### src/design/hcl_pkg.sv
// Constants shared by the download-port device end and its host end.
// Assumes both ends run on one 10 MHz clock domain each.
`default_nettype none
package hcl_pkg;
   // Timing
   localparam int          CLK_PERIOD_NS    = 100;
   localparam int          LINK_PERIOD_NS   = 800;
   localparam int          LINK_HALF_CYC    = LINK_PERIOD_NS / (2 * CLK_PERIOD_NS);
   // Device subaddresses
   localparam logic [6:0]  SUB_CFG          = 7'h00;
   localparam logic [6:0]  SUB_STAT         = 7'h02;
   localparam logic [6:0]  SUB_HDR          = 7'h04;
   localparam logic [6:0]  SUB_DATA         = 7'h05;
   // Port configuration layout
   localparam logic [31:0] CFG_RESET        = 32'h00000000;
   localparam int          CFG_CLK_MST_BIT  = 24;
   localparam int          CFG_NORM_BIT     = 16;
   localparam int          CFG_OUT_WS_LSB   = 12;
   localparam int          CFG_IN_WS_LSB    = 8;
   localparam int          CFG_OUT_FMT_LSB  = 5;
   localparam int          CFG_IN_FMT_LSB   = 1;
   localparam logic [1:0]  WS_16            = 2'h0;
   localparam logic [1:0]  WS_20            = 2'h1;
   localparam logic [1:0]  WS_24            = 2'h2;
   localparam logic [4:0]  WS_16_BITS       = 5'h10;
   localparam logic [4:0]  WS_20_BITS       = 5'h14;
   localparam logic [4:0]  WS_24_BITS       = 5'h18;
   localparam logic [4:0]  WS_UNDEF_BITS    = 5'h00;
   localparam logic [1:0]  FMT_UNDEF        = 2'h3;
   // Status layout
   localparam int          ST_LOAD_LSB      = 32;
   localparam int          ST_CLR_MSB       = 40;
   localparam int          ST_BUSY_BIT      = 6;
   localparam int          ST_BUSERR_BIT    = 1;
   localparam int          ERR_INVALID_SEL  = 6;
   localparam int          ERR_END_HDR      = 7;
   localparam logic [7:0]  LOAD_ERR_NONE    = 8'h00;
   localparam logic [7:0]  LOAD_ERR_NO_CFG  = 8'hFF;
   // Memory select codes
   localparam logic [7:0]  MEM_SEL_LAST     = 8'h04;
   localparam logic [2:0]  MEM_CTRL_PROG    = 3'h0;
   // Embedded controller side of the bus error flag
   localparam logic [7:0]  EC_STAT_SFR      = 8'hC5;
   localparam logic [7:0]  EC_CLR_SFR       = 8'hC7;
   localparam int          EC_BUSERR_BIT    = 6;
   // Host APB map
   localparam logic [7:0]  HA_CTRL          = 8'h00;
   localparam logic [7:0]  HA_STATUS        = 8'h04;
   localparam logic [7:0]  HA_WD_HI         = 8'h08;
   localparam logic [7:0]  HA_WD_LO         = 8'h0C;
   localparam logic [7:0]  HA_RD_HI         = 8'h10;
   localparam logic [7:0]  HA_RD_LO         = 8'h14;
   localparam int          HC_READ_BIT      = 7;
   localparam int          HC_LEN_LSB       = 8;
   localparam int          HC_TERM_BIT      = 12;
   localparam logic [3:0]  HC_LEN_MAX       = 4'h8;
endpackage : hcl_pkg
`default_nettype wire

### src/design/hcl_link_if.sv
// Serial control link between host and device.
// Host drives clock, frame and data out; device drives data back.
`default_nettype none
interface hcl_link_if;
   logic clk;
   logic frame_n;
   logic mosi;
   logic miso;
   modport dev  (input clk, input frame_n, input mosi, output miso);
   modport host (output clk, output frame_n, output mosi, input miso);
endinterface : hcl_link_if
`default_nettype wire

### src/design/hcl_dev.sv
// Device end: port configuration, load status and slave download engine.
// Assumes the link pins come from another clock domain; they are resynchronised.
// Summary of operation
// - Clock role bit 24: 1 master, 0 slave
// - Bit 16 enables output normalization
// - Input size bits 9:8, output 13:12
// - Size codes 16, 20, 24 bits; 11 undefined
// - Format codes left, right, I2S; 11 undefined
// - Port configuration is four bytes long
// - Load failure sets bit, success clears it
// - Host writes zero to clear load errors
// - Load error bit layout 32 to 39
// - Field reports boot and host downloads
// - Bit 6 shows analog sequence busy
// - Bus error set; host zero write clears
// - Controller sees and clears bus error
// - Eight byte header then data register
// - Host sends header, data, then checksum
// - Controller program locked after first good-checksum load
// - Header sets error, valid checksum clears
// - Last two data bytes are checksum
// - Zero byte count header ends session
// - Memory select codes 0 to 4
// - Termination header fields all zero
//
// The implementer's own choice: register access over APB.
`default_nettype none
module hcl_dev (
   input  wire logic        pclk,
   input  wire logic        presetn,
   hcl_link_if.dev          link,
   input  wire logic        ext_cfg_present,
   input  wire logic        boot_done,
   input  wire logic [7:0]  boot_err,
   input  wire logic        analog_sequence_busy,
   input  wire logic        ec_bus_err_clr,
   output logic             ec_bus_err,
   output logic             clock_master_select,
   output logic             out_normalize,
   output logic [4:0]       in_word_bits,
   output logic [4:0]       out_word_bits,
   output logic [1:0]       in_format,
   output logic [1:0]       out_format,
   output logic             port_cfg_undefined,
   output logic             download_open,
   output logic             mem_wr_valid,
   output logic [2:0]       mem_wr_sel,
   output logic [15:0]      mem_wr_addr,
   output logic [7:0]       mem_wr_byte
);
   import hcl_pkg::*;

   typedef struct packed {
      logic [2:0]  s1;       // clk, frame_n, mosi first stage
      logic [2:0]  s2;
      logic [2:0]  hist;
      logic        pres1;
      logic        pres2;
      logic [1:0]  init_cnt;
      logic [2:0]  bit_cnt;
      logic [3:0]  byte_cnt;
      logic [6:0]  sh;
      logic        rd;
      logic [6:0]  sub;
      logic [63:0] acc;
      logic [63:0] out_sh;
      logic        miso;
      logic [31:0] cfg;
      logic [7:0]  lerr;
      logic        buserr;
      logic        open;
      logic        locked;
      logic        armed;
      logic        discard;
      logic [2:0]  mem;
      logic [15:0] addr;
      logic [15:0] left;
      logic [15:0] sum;
      logic [15:0] ck;
      logic        ckn;
      logic [7:0]  ckrx;
      logic        wv;
      logic [2:0]  wsel;
      logic [15:0] waddr;
      logic [7:0]  wbyte;
   } hcl_dev_s;

   localparam hcl_dev_s DEV_RESET = '{cfg: CFG_RESET, lerr: LOAD_ERR_NONE, s1: 3'h7,
                                      s2: 3'h7, hist: 3'h7, default: '0};

   hcl_dev_s    q;
   hcl_dev_s    d;
   logic        rise;
   logic        fstart;
   logic        fend;
   logic [7:0]  byte_in;
   logic [63:0] accw;
   logic [63:0] stat_word;
   logic [63:0] rd_word;
   logic [3:0]  idx;

   function automatic logic [4:0] ws_bits(input logic [1:0] code);
      case (code)
         WS_16:   ws_bits = WS_16_BITS;
         WS_20:   ws_bits = WS_20_BITS;
         WS_24:   ws_bits = WS_24_BITS;
         default: ws_bits = WS_UNDEF_BITS;
      endcase
   endfunction : ws_bits

   always_comb begin
      stat_word = '0;
      stat_word[ST_LOAD_LSB +: 8] = q.lerr;
      stat_word[ST_BUSY_BIT]      = analog_sequence_busy;
      stat_word[ST_BUSERR_BIT]    = q.buserr;
   end

   always_comb begin
      d       = q;
      d.wv    = 1'b0;
      d.s1    = {link.clk, link.frame_n, link.mosi};
      d.s2    = q.s1;
      d.hist  = q.s2;
      d.pres1 = ext_cfg_present;
      d.pres2 = q.pres1;
      rise    = q.s2[2] & ~q.hist[2];
      fstart  = ~q.s2[1] & q.hist[1];
      fend    = q.s2[1] & ~q.hist[1];
      byte_in = {q.sh, q.s2[0]};
      accw    = {q.acc[55:0], byte_in};
      idx     = q.byte_cnt - 4'h1;
      case (byte_in[6:0])
         SUB_CFG:  rd_word = {q.cfg, 32'h00000000};
         SUB_STAT: rd_word = stat_word;
         default:  rd_word = '0;
      endcase

      if (ec_bus_err_clr) begin
         d.buserr = 1'b0;
      end
      if (fstart) begin
         d.bit_cnt  = 3'h0;
         d.byte_cnt = 4'h0;
      end
      if (rise && !q.s2[1]) begin
         d.sh      = {q.sh[5:0], q.s2[0]};
         d.bit_cnt = q.bit_cnt + 3'h1;
         if (q.rd && q.byte_cnt != 4'h0) begin
            d.out_sh = {q.out_sh[62:0], 1'b0};
            d.miso   = q.out_sh[62];
         end
         if (q.bit_cnt == 3'h7) begin
            if (q.byte_cnt != 4'hF) begin
               d.byte_cnt = q.byte_cnt + 4'h1;
            end
            if (q.byte_cnt == 4'h0) begin
               d.rd     = byte_in[7];
               d.sub    = byte_in[6:0];
               d.out_sh = rd_word;
               d.miso   = rd_word[63];
               d.acc    = '0;
            end else if (!q.rd) begin
               d.acc = accw;
               case (q.sub)
                  SUB_CFG: begin
                     if (idx == 4'h3) begin
                        d.cfg = accw[31:0];
                     end
                  end
                  SUB_STAT: begin
                     if (idx == 4'h7) begin
                        if (accw[ST_CLR_MSB:ST_LOAD_LSB] == '0) begin
                           d.lerr = LOAD_ERR_NONE;
                        end
                        if (!accw[ST_BUSERR_BIT]) begin
                           d.buserr = 1'b0;
                        end
                     end
                  end
                  SUB_HDR: begin
                     if (idx == 4'h7) begin
                        d.armed = 1'b0;
                        if (accw[15:0] == 16'h0000) begin
                           d.open = 1'b0;
                        end else begin
                           d.open    = 1'b1;
                           d.armed   = 1'b1;
                           d.discard = 1'b0;
                           d.ckn     = 1'b0;
                           d.ck      = accw[63:48];
                           d.mem     = accw[42:40];
                           d.addr    = accw[31:16];
                           d.left    = accw[15:0];
                           d.sum     = {8'h00, accw[47:40]} + {8'h00, accw[39:32]}
                                     + {8'h00, accw[31:24]} + {8'h00, accw[23:16]}
                                     + {8'h00, accw[15:8]} + {8'h00, accw[7:0]};
                           if (accw[47:40] > MEM_SEL_LAST) begin
                              d.discard               = 1'b1;
                              d.lerr[ERR_INVALID_SEL] = 1'b1;
                           end else begin
                              d.lerr[accw[42:40]] = 1'b1;
                              if (accw[42:40] == MEM_CTRL_PROG && q.locked) begin
                                 d.discard = 1'b1;
                              end
                           end
                        end
                     end
                  end
                  SUB_DATA: begin
                     if (!q.armed) begin
                        // Data with no live header cannot be placed anywhere
                        d.lerr[ERR_END_HDR] = 1'b1;
                     end else if (q.left != 16'h0000) begin
                        d.left = q.left - 16'h0001;
                        d.addr = q.addr + 16'h0001;
                        d.sum  = q.sum + {8'h00, byte_in};
                        if (!q.discard) begin
                           d.wv    = 1'b1;
                           d.wsel  = q.mem;
                           d.waddr = q.addr;
                           d.wbyte = byte_in;
                        end
                     end else if (!q.ckn) begin
                        d.ckn  = 1'b1;
                        d.ckrx = byte_in;
                     end else begin
                        d.armed = 1'b0;
                        if (!q.discard) begin
                           if ({q.ckrx, byte_in} == q.ck) begin
                              d.lerr[q.mem] = 1'b0;
                              if (q.mem == MEM_CTRL_PROG) begin
                                 d.locked = 1'b1;
                              end
                           end else begin
                              d.lerr[q.mem] = 1'b1;
                           end
                        end
                     end
                  end
                  default: begin
                  end
               endcase
            end
         end
      end
      // Sets last so an event beats a clear in the same cycle
      if (fend && q.bit_cnt != 3'h0) begin
         d.buserr = 1'b1;
      end
      if (boot_done) begin
         d.lerr = boot_err;
      end
      if (q.init_cnt != 2'h3) begin
         d.init_cnt = q.init_cnt + 2'h1;
         if (q.init_cnt == 2'h2 && !q.pres2) begin
            d.lerr = LOAD_ERR_NO_CFG;
         end
      end
   end

   always_ff @(posedge pclk or negedge presetn) begin
      if (!presetn) begin
         q <= DEV_RESET;
      end else begin
         q <= d;
      end
   end

   assign link.miso           = q.miso;
   assign clock_master_select = q.cfg[CFG_CLK_MST_BIT];
   assign out_normalize       = q.cfg[CFG_NORM_BIT];
   assign in_word_bits        = ws_bits(q.cfg[CFG_IN_WS_LSB +: 2]);
   assign out_word_bits       = ws_bits(q.cfg[CFG_OUT_WS_LSB +: 2]);
   assign in_format           = q.cfg[CFG_IN_FMT_LSB +: 2];
   assign out_format          = q.cfg[CFG_OUT_FMT_LSB +: 2];
   assign port_cfg_undefined  = (in_word_bits == WS_UNDEF_BITS)
                              | (out_word_bits == WS_UNDEF_BITS)
                              | (in_format == FMT_UNDEF) | (out_format == FMT_UNDEF);
   assign ec_bus_err          = q.buserr;
   assign download_open       = q.open;
   assign mem_wr_valid        = q.wv;
   assign mem_wr_sel          = q.wsel;
   assign mem_wr_addr         = q.waddr;
   assign mem_wr_byte         = q.wbyte;
endmodule : hcl_dev
`default_nettype wire

### src/flat_wrapper.sv
// flat-port wrapper written by rule: the top's interface ports become plain ports
module hcl_dev_flat import hcl_pkg::*;
  (pclk, presetn, ext_cfg_present, boot_done, boot_err, analog_sequence_busy, ec_bus_err_clr, ec_bus_err, clock_master_select, out_normalize, in_word_bits, out_word_bits, in_format, out_format, port_cfg_undefined, download_open, mem_wr_valid, mem_wr_sel, mem_wr_addr, mem_wr_byte, link_clk, link_frame_n, link_mosi, link_miso);
  hcl_link_if link_i ();
  input  wire logic pclk;
  input  wire logic presetn;
  input  wire logic ext_cfg_present;
  input  wire logic boot_done;
  input  wire logic [7:0] boot_err;
  input  wire logic analog_sequence_busy;
  input  wire logic ec_bus_err_clr;
  output logic ec_bus_err;
  output logic clock_master_select;
  output logic out_normalize;
  output logic [4:0] in_word_bits;
  output logic [4:0] out_word_bits;
  output logic [1:0] in_format;
  output logic [1:0] out_format;
  output logic port_cfg_undefined;
  output logic download_open;
  output logic mem_wr_valid;
  output logic [2:0] mem_wr_sel;
  output logic [15:0] mem_wr_addr;
  output logic [7:0] mem_wr_byte;
  input wire logic [$bits(link_i.clk)-1:0] link_clk;
  input wire logic [$bits(link_i.frame_n)-1:0] link_frame_n;
  input wire logic [$bits(link_i.mosi)-1:0] link_mosi;
  output wire logic [$bits(link_i.miso)-1:0] link_miso;
  assign link_i.clk = link_clk;
  assign link_i.frame_n = link_frame_n;
  assign link_i.mosi = link_mosi;
  assign link_miso = link_i.miso;
  hcl_dev u_core (.pclk(pclk), .presetn(presetn), .link(link_i), .ext_cfg_present(ext_cfg_present), .boot_done(boot_done), .boot_err(boot_err), .analog_sequence_busy(analog_sequence_busy), .ec_bus_err_clr(ec_bus_err_clr), .ec_bus_err(ec_bus_err), .clock_master_select(clock_master_select), .out_normalize(out_normalize), .in_word_bits(in_word_bits), .out_word_bits(out_word_bits), .in_format(in_format), .out_format(out_format), .port_cfg_undefined(port_cfg_undefined), .download_open(download_open), .mem_wr_valid(mem_wr_valid), .mem_wr_sel(mem_wr_sel), .mem_wr_addr(mem_wr_addr), .mem_wr_byte(mem_wr_byte));
endmodule
### config.mk
export PLATFORM = sky130hd
export DESIGN_NAME = hcl_dev_flat
export DESIGN_NICKNAME = d
export VERILOG_FILES = /design/src/design/hcl_pkg.sv /design/src/design/hcl_link_if.sv /design/src/design/hcl_dev.sv /design/src/flat_wrapper.sv
export SDC_FILE = /design/constraint.sdc
export NUM_CORES = 1
export LEC_CHECK = 0
export BUFFER_PORTS_ARGS = -buffer_cell sky130_fd_sc_hd__buf_4
export CAP_MARGIN = 20
export CORE_MARGIN = 3
export CORE_UTILIZATION = 50
export DETAILED_ROUTE_END_ITERATION = 8
export PLACE_DENSITY = 0.7
export SYNTH_ARGS = -nofsm -noshare
export SYNTH_HDL_FRONTEND = slang
export SYNTH_SLANG_ARGS = --single-unit
### constraint.sdc
create_clock -name pclk -period 2.7 [get_ports pclk]
set_clock_uncertainty 0.1 [all_clocks]
set_input_delay 0.54 -clock pclk [delete_from_list [all_inputs] [get_ports pclk]]
set_output_delay 0.54 -clock pclk [all_outputs]
set_load 0.02 [all_outputs]
==> results.cfg <==
[synth]
synth_edf_count = 0
yosysTopAreaCell = dfrtp_1
synth_warnings = 0
synth_cell_types = 67
yosysMostFrequentCell = dfrtp_1
yosys-top-cells-count = dfrtp_1, nand2_1, nor2_1
syn-cell-area_um2 = 13300
ys_async_sr_fraction_pct = 100
syn_avg_cell_area_um2 = 10.5
netlist_instances = 1264
synth.ff_latch_count = 287
synth_top_area_share_pct = 52.4
yosys-top-cells-area = dfrtp_1, mux2_2, nand2_1
synth_ff_type = dfrtp_1
ys_seq_area_share_pct = 54.0

[floorplan]
initial_core_util_pct = 51.0
die-height_um = 169
io_pins = 65
num_rows = 59
die_width_um = 169
core_area_um2 = 26100
dieArea_um2 = 28600

[sta]
final.min_clock_period_ps = 2530
worstMarginPinSlew_ps = 1020
tns_ps = 0
slew_violations = 0
slew_headroom_pct = 32.3
rsz0062_at_grt = false
fin_crit_sh_pct = 93.7
fmax_mhz = 395
hold_viol = 0
setup_viol = 0

[finish]
fin_nets = 1338
multi_input_area_um2 = 5550
n_antenna_cell = 0
area_growth_pct = 15.4
drive_gt1_share_pct = 23.2
fill_cells = 2199
seqCellArea_um2 = 7190
post-route-util_pct = 58.8
fin_area_um2 = 15400

[place]
dpl_cell_area_um2 = 14200
hpwl_um = 22400
io_buffer_count = 60
gp_congestion = 0.938

[worst_setup_path]
start_kind = flip-flop
r2r-end = u_core.q[39]
crit_arrival_ps = 2860
rr_startpoint = u_core.q[293]
rrSetupSlack_ps = 170
startpoint = u_core.q[293]
setup.worst_path.end_class = flip-flop
critPathRequiredTime_ps = 3040
crit_fanout = 15
endpoint = u_core.q[39]
critPathKind = reg2reg
ff2ff_path_depth = 9

[detailed_routing]
drt_iter0_drc = 913
wirelength_um = 33500
route.detailed.drc = 0
viasPerCell = 6.01
drt.antenna.violating_nets = 0
vias = 10000
wl_per_cell_um = 20.1
first_pass_iters = 5

[pwr]
ir_worst_vdd_mv = 0.470
p_per_area_nw_per_um2 = 616
leakagePower_nw = 7.41

[grt]
grt_use_total_pct = 23.3
grt_pass1_wl_um = 53800
grt_pass1_vias = 9685
overflow = 0
grt_max_degree = 65
antenna_found_initial = 0

[hold_path]
hold_path_startpoint = boot_err[2]
min_path_type = in2reg

[cts]
clock_latency_ps = 560
cts_inserted_buffers = 30
clk_path_buf_depth = 3
cts_tree = yes
cts_setup_buffers = 0
cts-root-buf = clkbuf_16
cts.reportedPaths.clkPinSlew_ps = 60
clkSinkCount = 287
h-tree-depth = 1

[flow_run]
cap_violations = 0

[run_status]
status = complete, no violations
[per-layer routing]
metal	track usage (%)	wire length, um
met1	35.3	15400
met5	0	0
met2	34.6	14600
met4	7.04	986
met3	4.38	2580
[worst max-delay path, stage by stage (launching register included)]
cell and delay, ps:
dfrtp_1 380, inv_1 80, ha_2 230, o21ai_0 120, mux2i_1 230, a32o_1 220
or2b_2 340, nor2_2 200, buf_12 200, mux2_4 310
[stage by stage]
stage / total power, mW / hold slack, ps / setup WS, ps / cells
after floorplan: 4.82 / 144 / 21.7 / 1267
after global placement: 5.20 / 237 / 219 / 1607
after detailed placement: 5.20 / 240 / 141 / 1607
after CTS: 9.54 / 116 / 92.8 / 1668
after global routing: 9.78 / 135 / 7.00 / 1669
final: 9.48 / 128 / 171 / 1669
[what timing repair did]
| item | CTS | global route |
|---|---|---|
| gates resized for setup | 0 | 10 |
| hold buffers | 5 | 0 |
| hold endpoints to repair | 58 | 0 |
| endpoints found under the setup margin | 0 | 54 |
[final cells by class]
type,count,share of cell area [%]
Sequential cell,287,46.8
Multi-Input combinational cell,844,36.1
Timing Repair Buffer,131,7.26
Clock buffer,43,5.66
Tap cell,335,2.73
Clock inverter,13,1.11
Inverter,16,0.391
[power by group]
part | switching, mW | leakage (nW) | internal, mW
sequential | 0.0791 | 3.94 | 4.38
clock | 1.73 | 0.510 | 2.62
combinational | 0.449 | 2.96 | 0.228
total | 2.25 | 7.41 | 7.22
[worst min path at each step]
stage	end	slack [ps]	depth (start not counted)
finish	u_core.q[111]	130	3
global route	u_core.q[112]	140	3
CTS	u_core.q[111]	120	3
detailed placement	u_core.q[302]	240	0
global placement	u_core.q[302]	240	0
floorplan	u_core.accw[10]	140	0
[cells in the final DEF, fill, tap and decap left out, types with 16 or more instances in the layout]
cell | netlist | layout
a22o_1 | 50 | 50
mux2_4 | 19 | 19
nor2_1 | 97 | 94
mux2_2 | 75 | 75
nor3_1 | 56 | 54
xnor2_1 | 18 | 18
nand2_1 | 150 | 150
a21oi_1 | 70 | 70
dfrtp_1 | 279 | 279
clkbuf_16 | 0 | 31
o21ai_0 | 52 | 50
buf_4 | 37 | 116
inv_1 | 16 | 16
a31oi_1 | 30 | 30
nand3_1 | 47 | 44
[sequential cells by signal, summed over array words and instances, names as in the netlist]
name and cells:
u_core.mem_wr_valid 1, u_core.download_open 1, u_core.mem_wr_byte 8, u_core.link.miso 1, u_core.in_format 2, u_core.out_normalize 1
u_core.mem_wr_addr 16, u_core.out_format 2, u_core.d 6, u_core.ec_bus_err 1, u_core.clock_master_select 1, u_core.q 180
u_core.accw 64, u_core.mem_wr_sel 3
[cells by family (layout without fill, tap and decap cells)]
logic type | count (synthesis) | after routing | share of synthesized area [%]
buffers and inverters | 136 | 203 | 5.14
other | 1 | 4 | 0.0282
AOI/OAI and AO/OA | 269 | 269 | 13.5
adders and majority gates | 11 | 11 | 1.03
and+or+nand+nor | 434 | 434 | 15.6
muxes | 108 | 108 | 9.54
xor gates and xnor gates | 18 | 18 | 1.18
DFF | 287 | 287 | 54.0
Note: power is estimated with default switching activity, not from simulation.
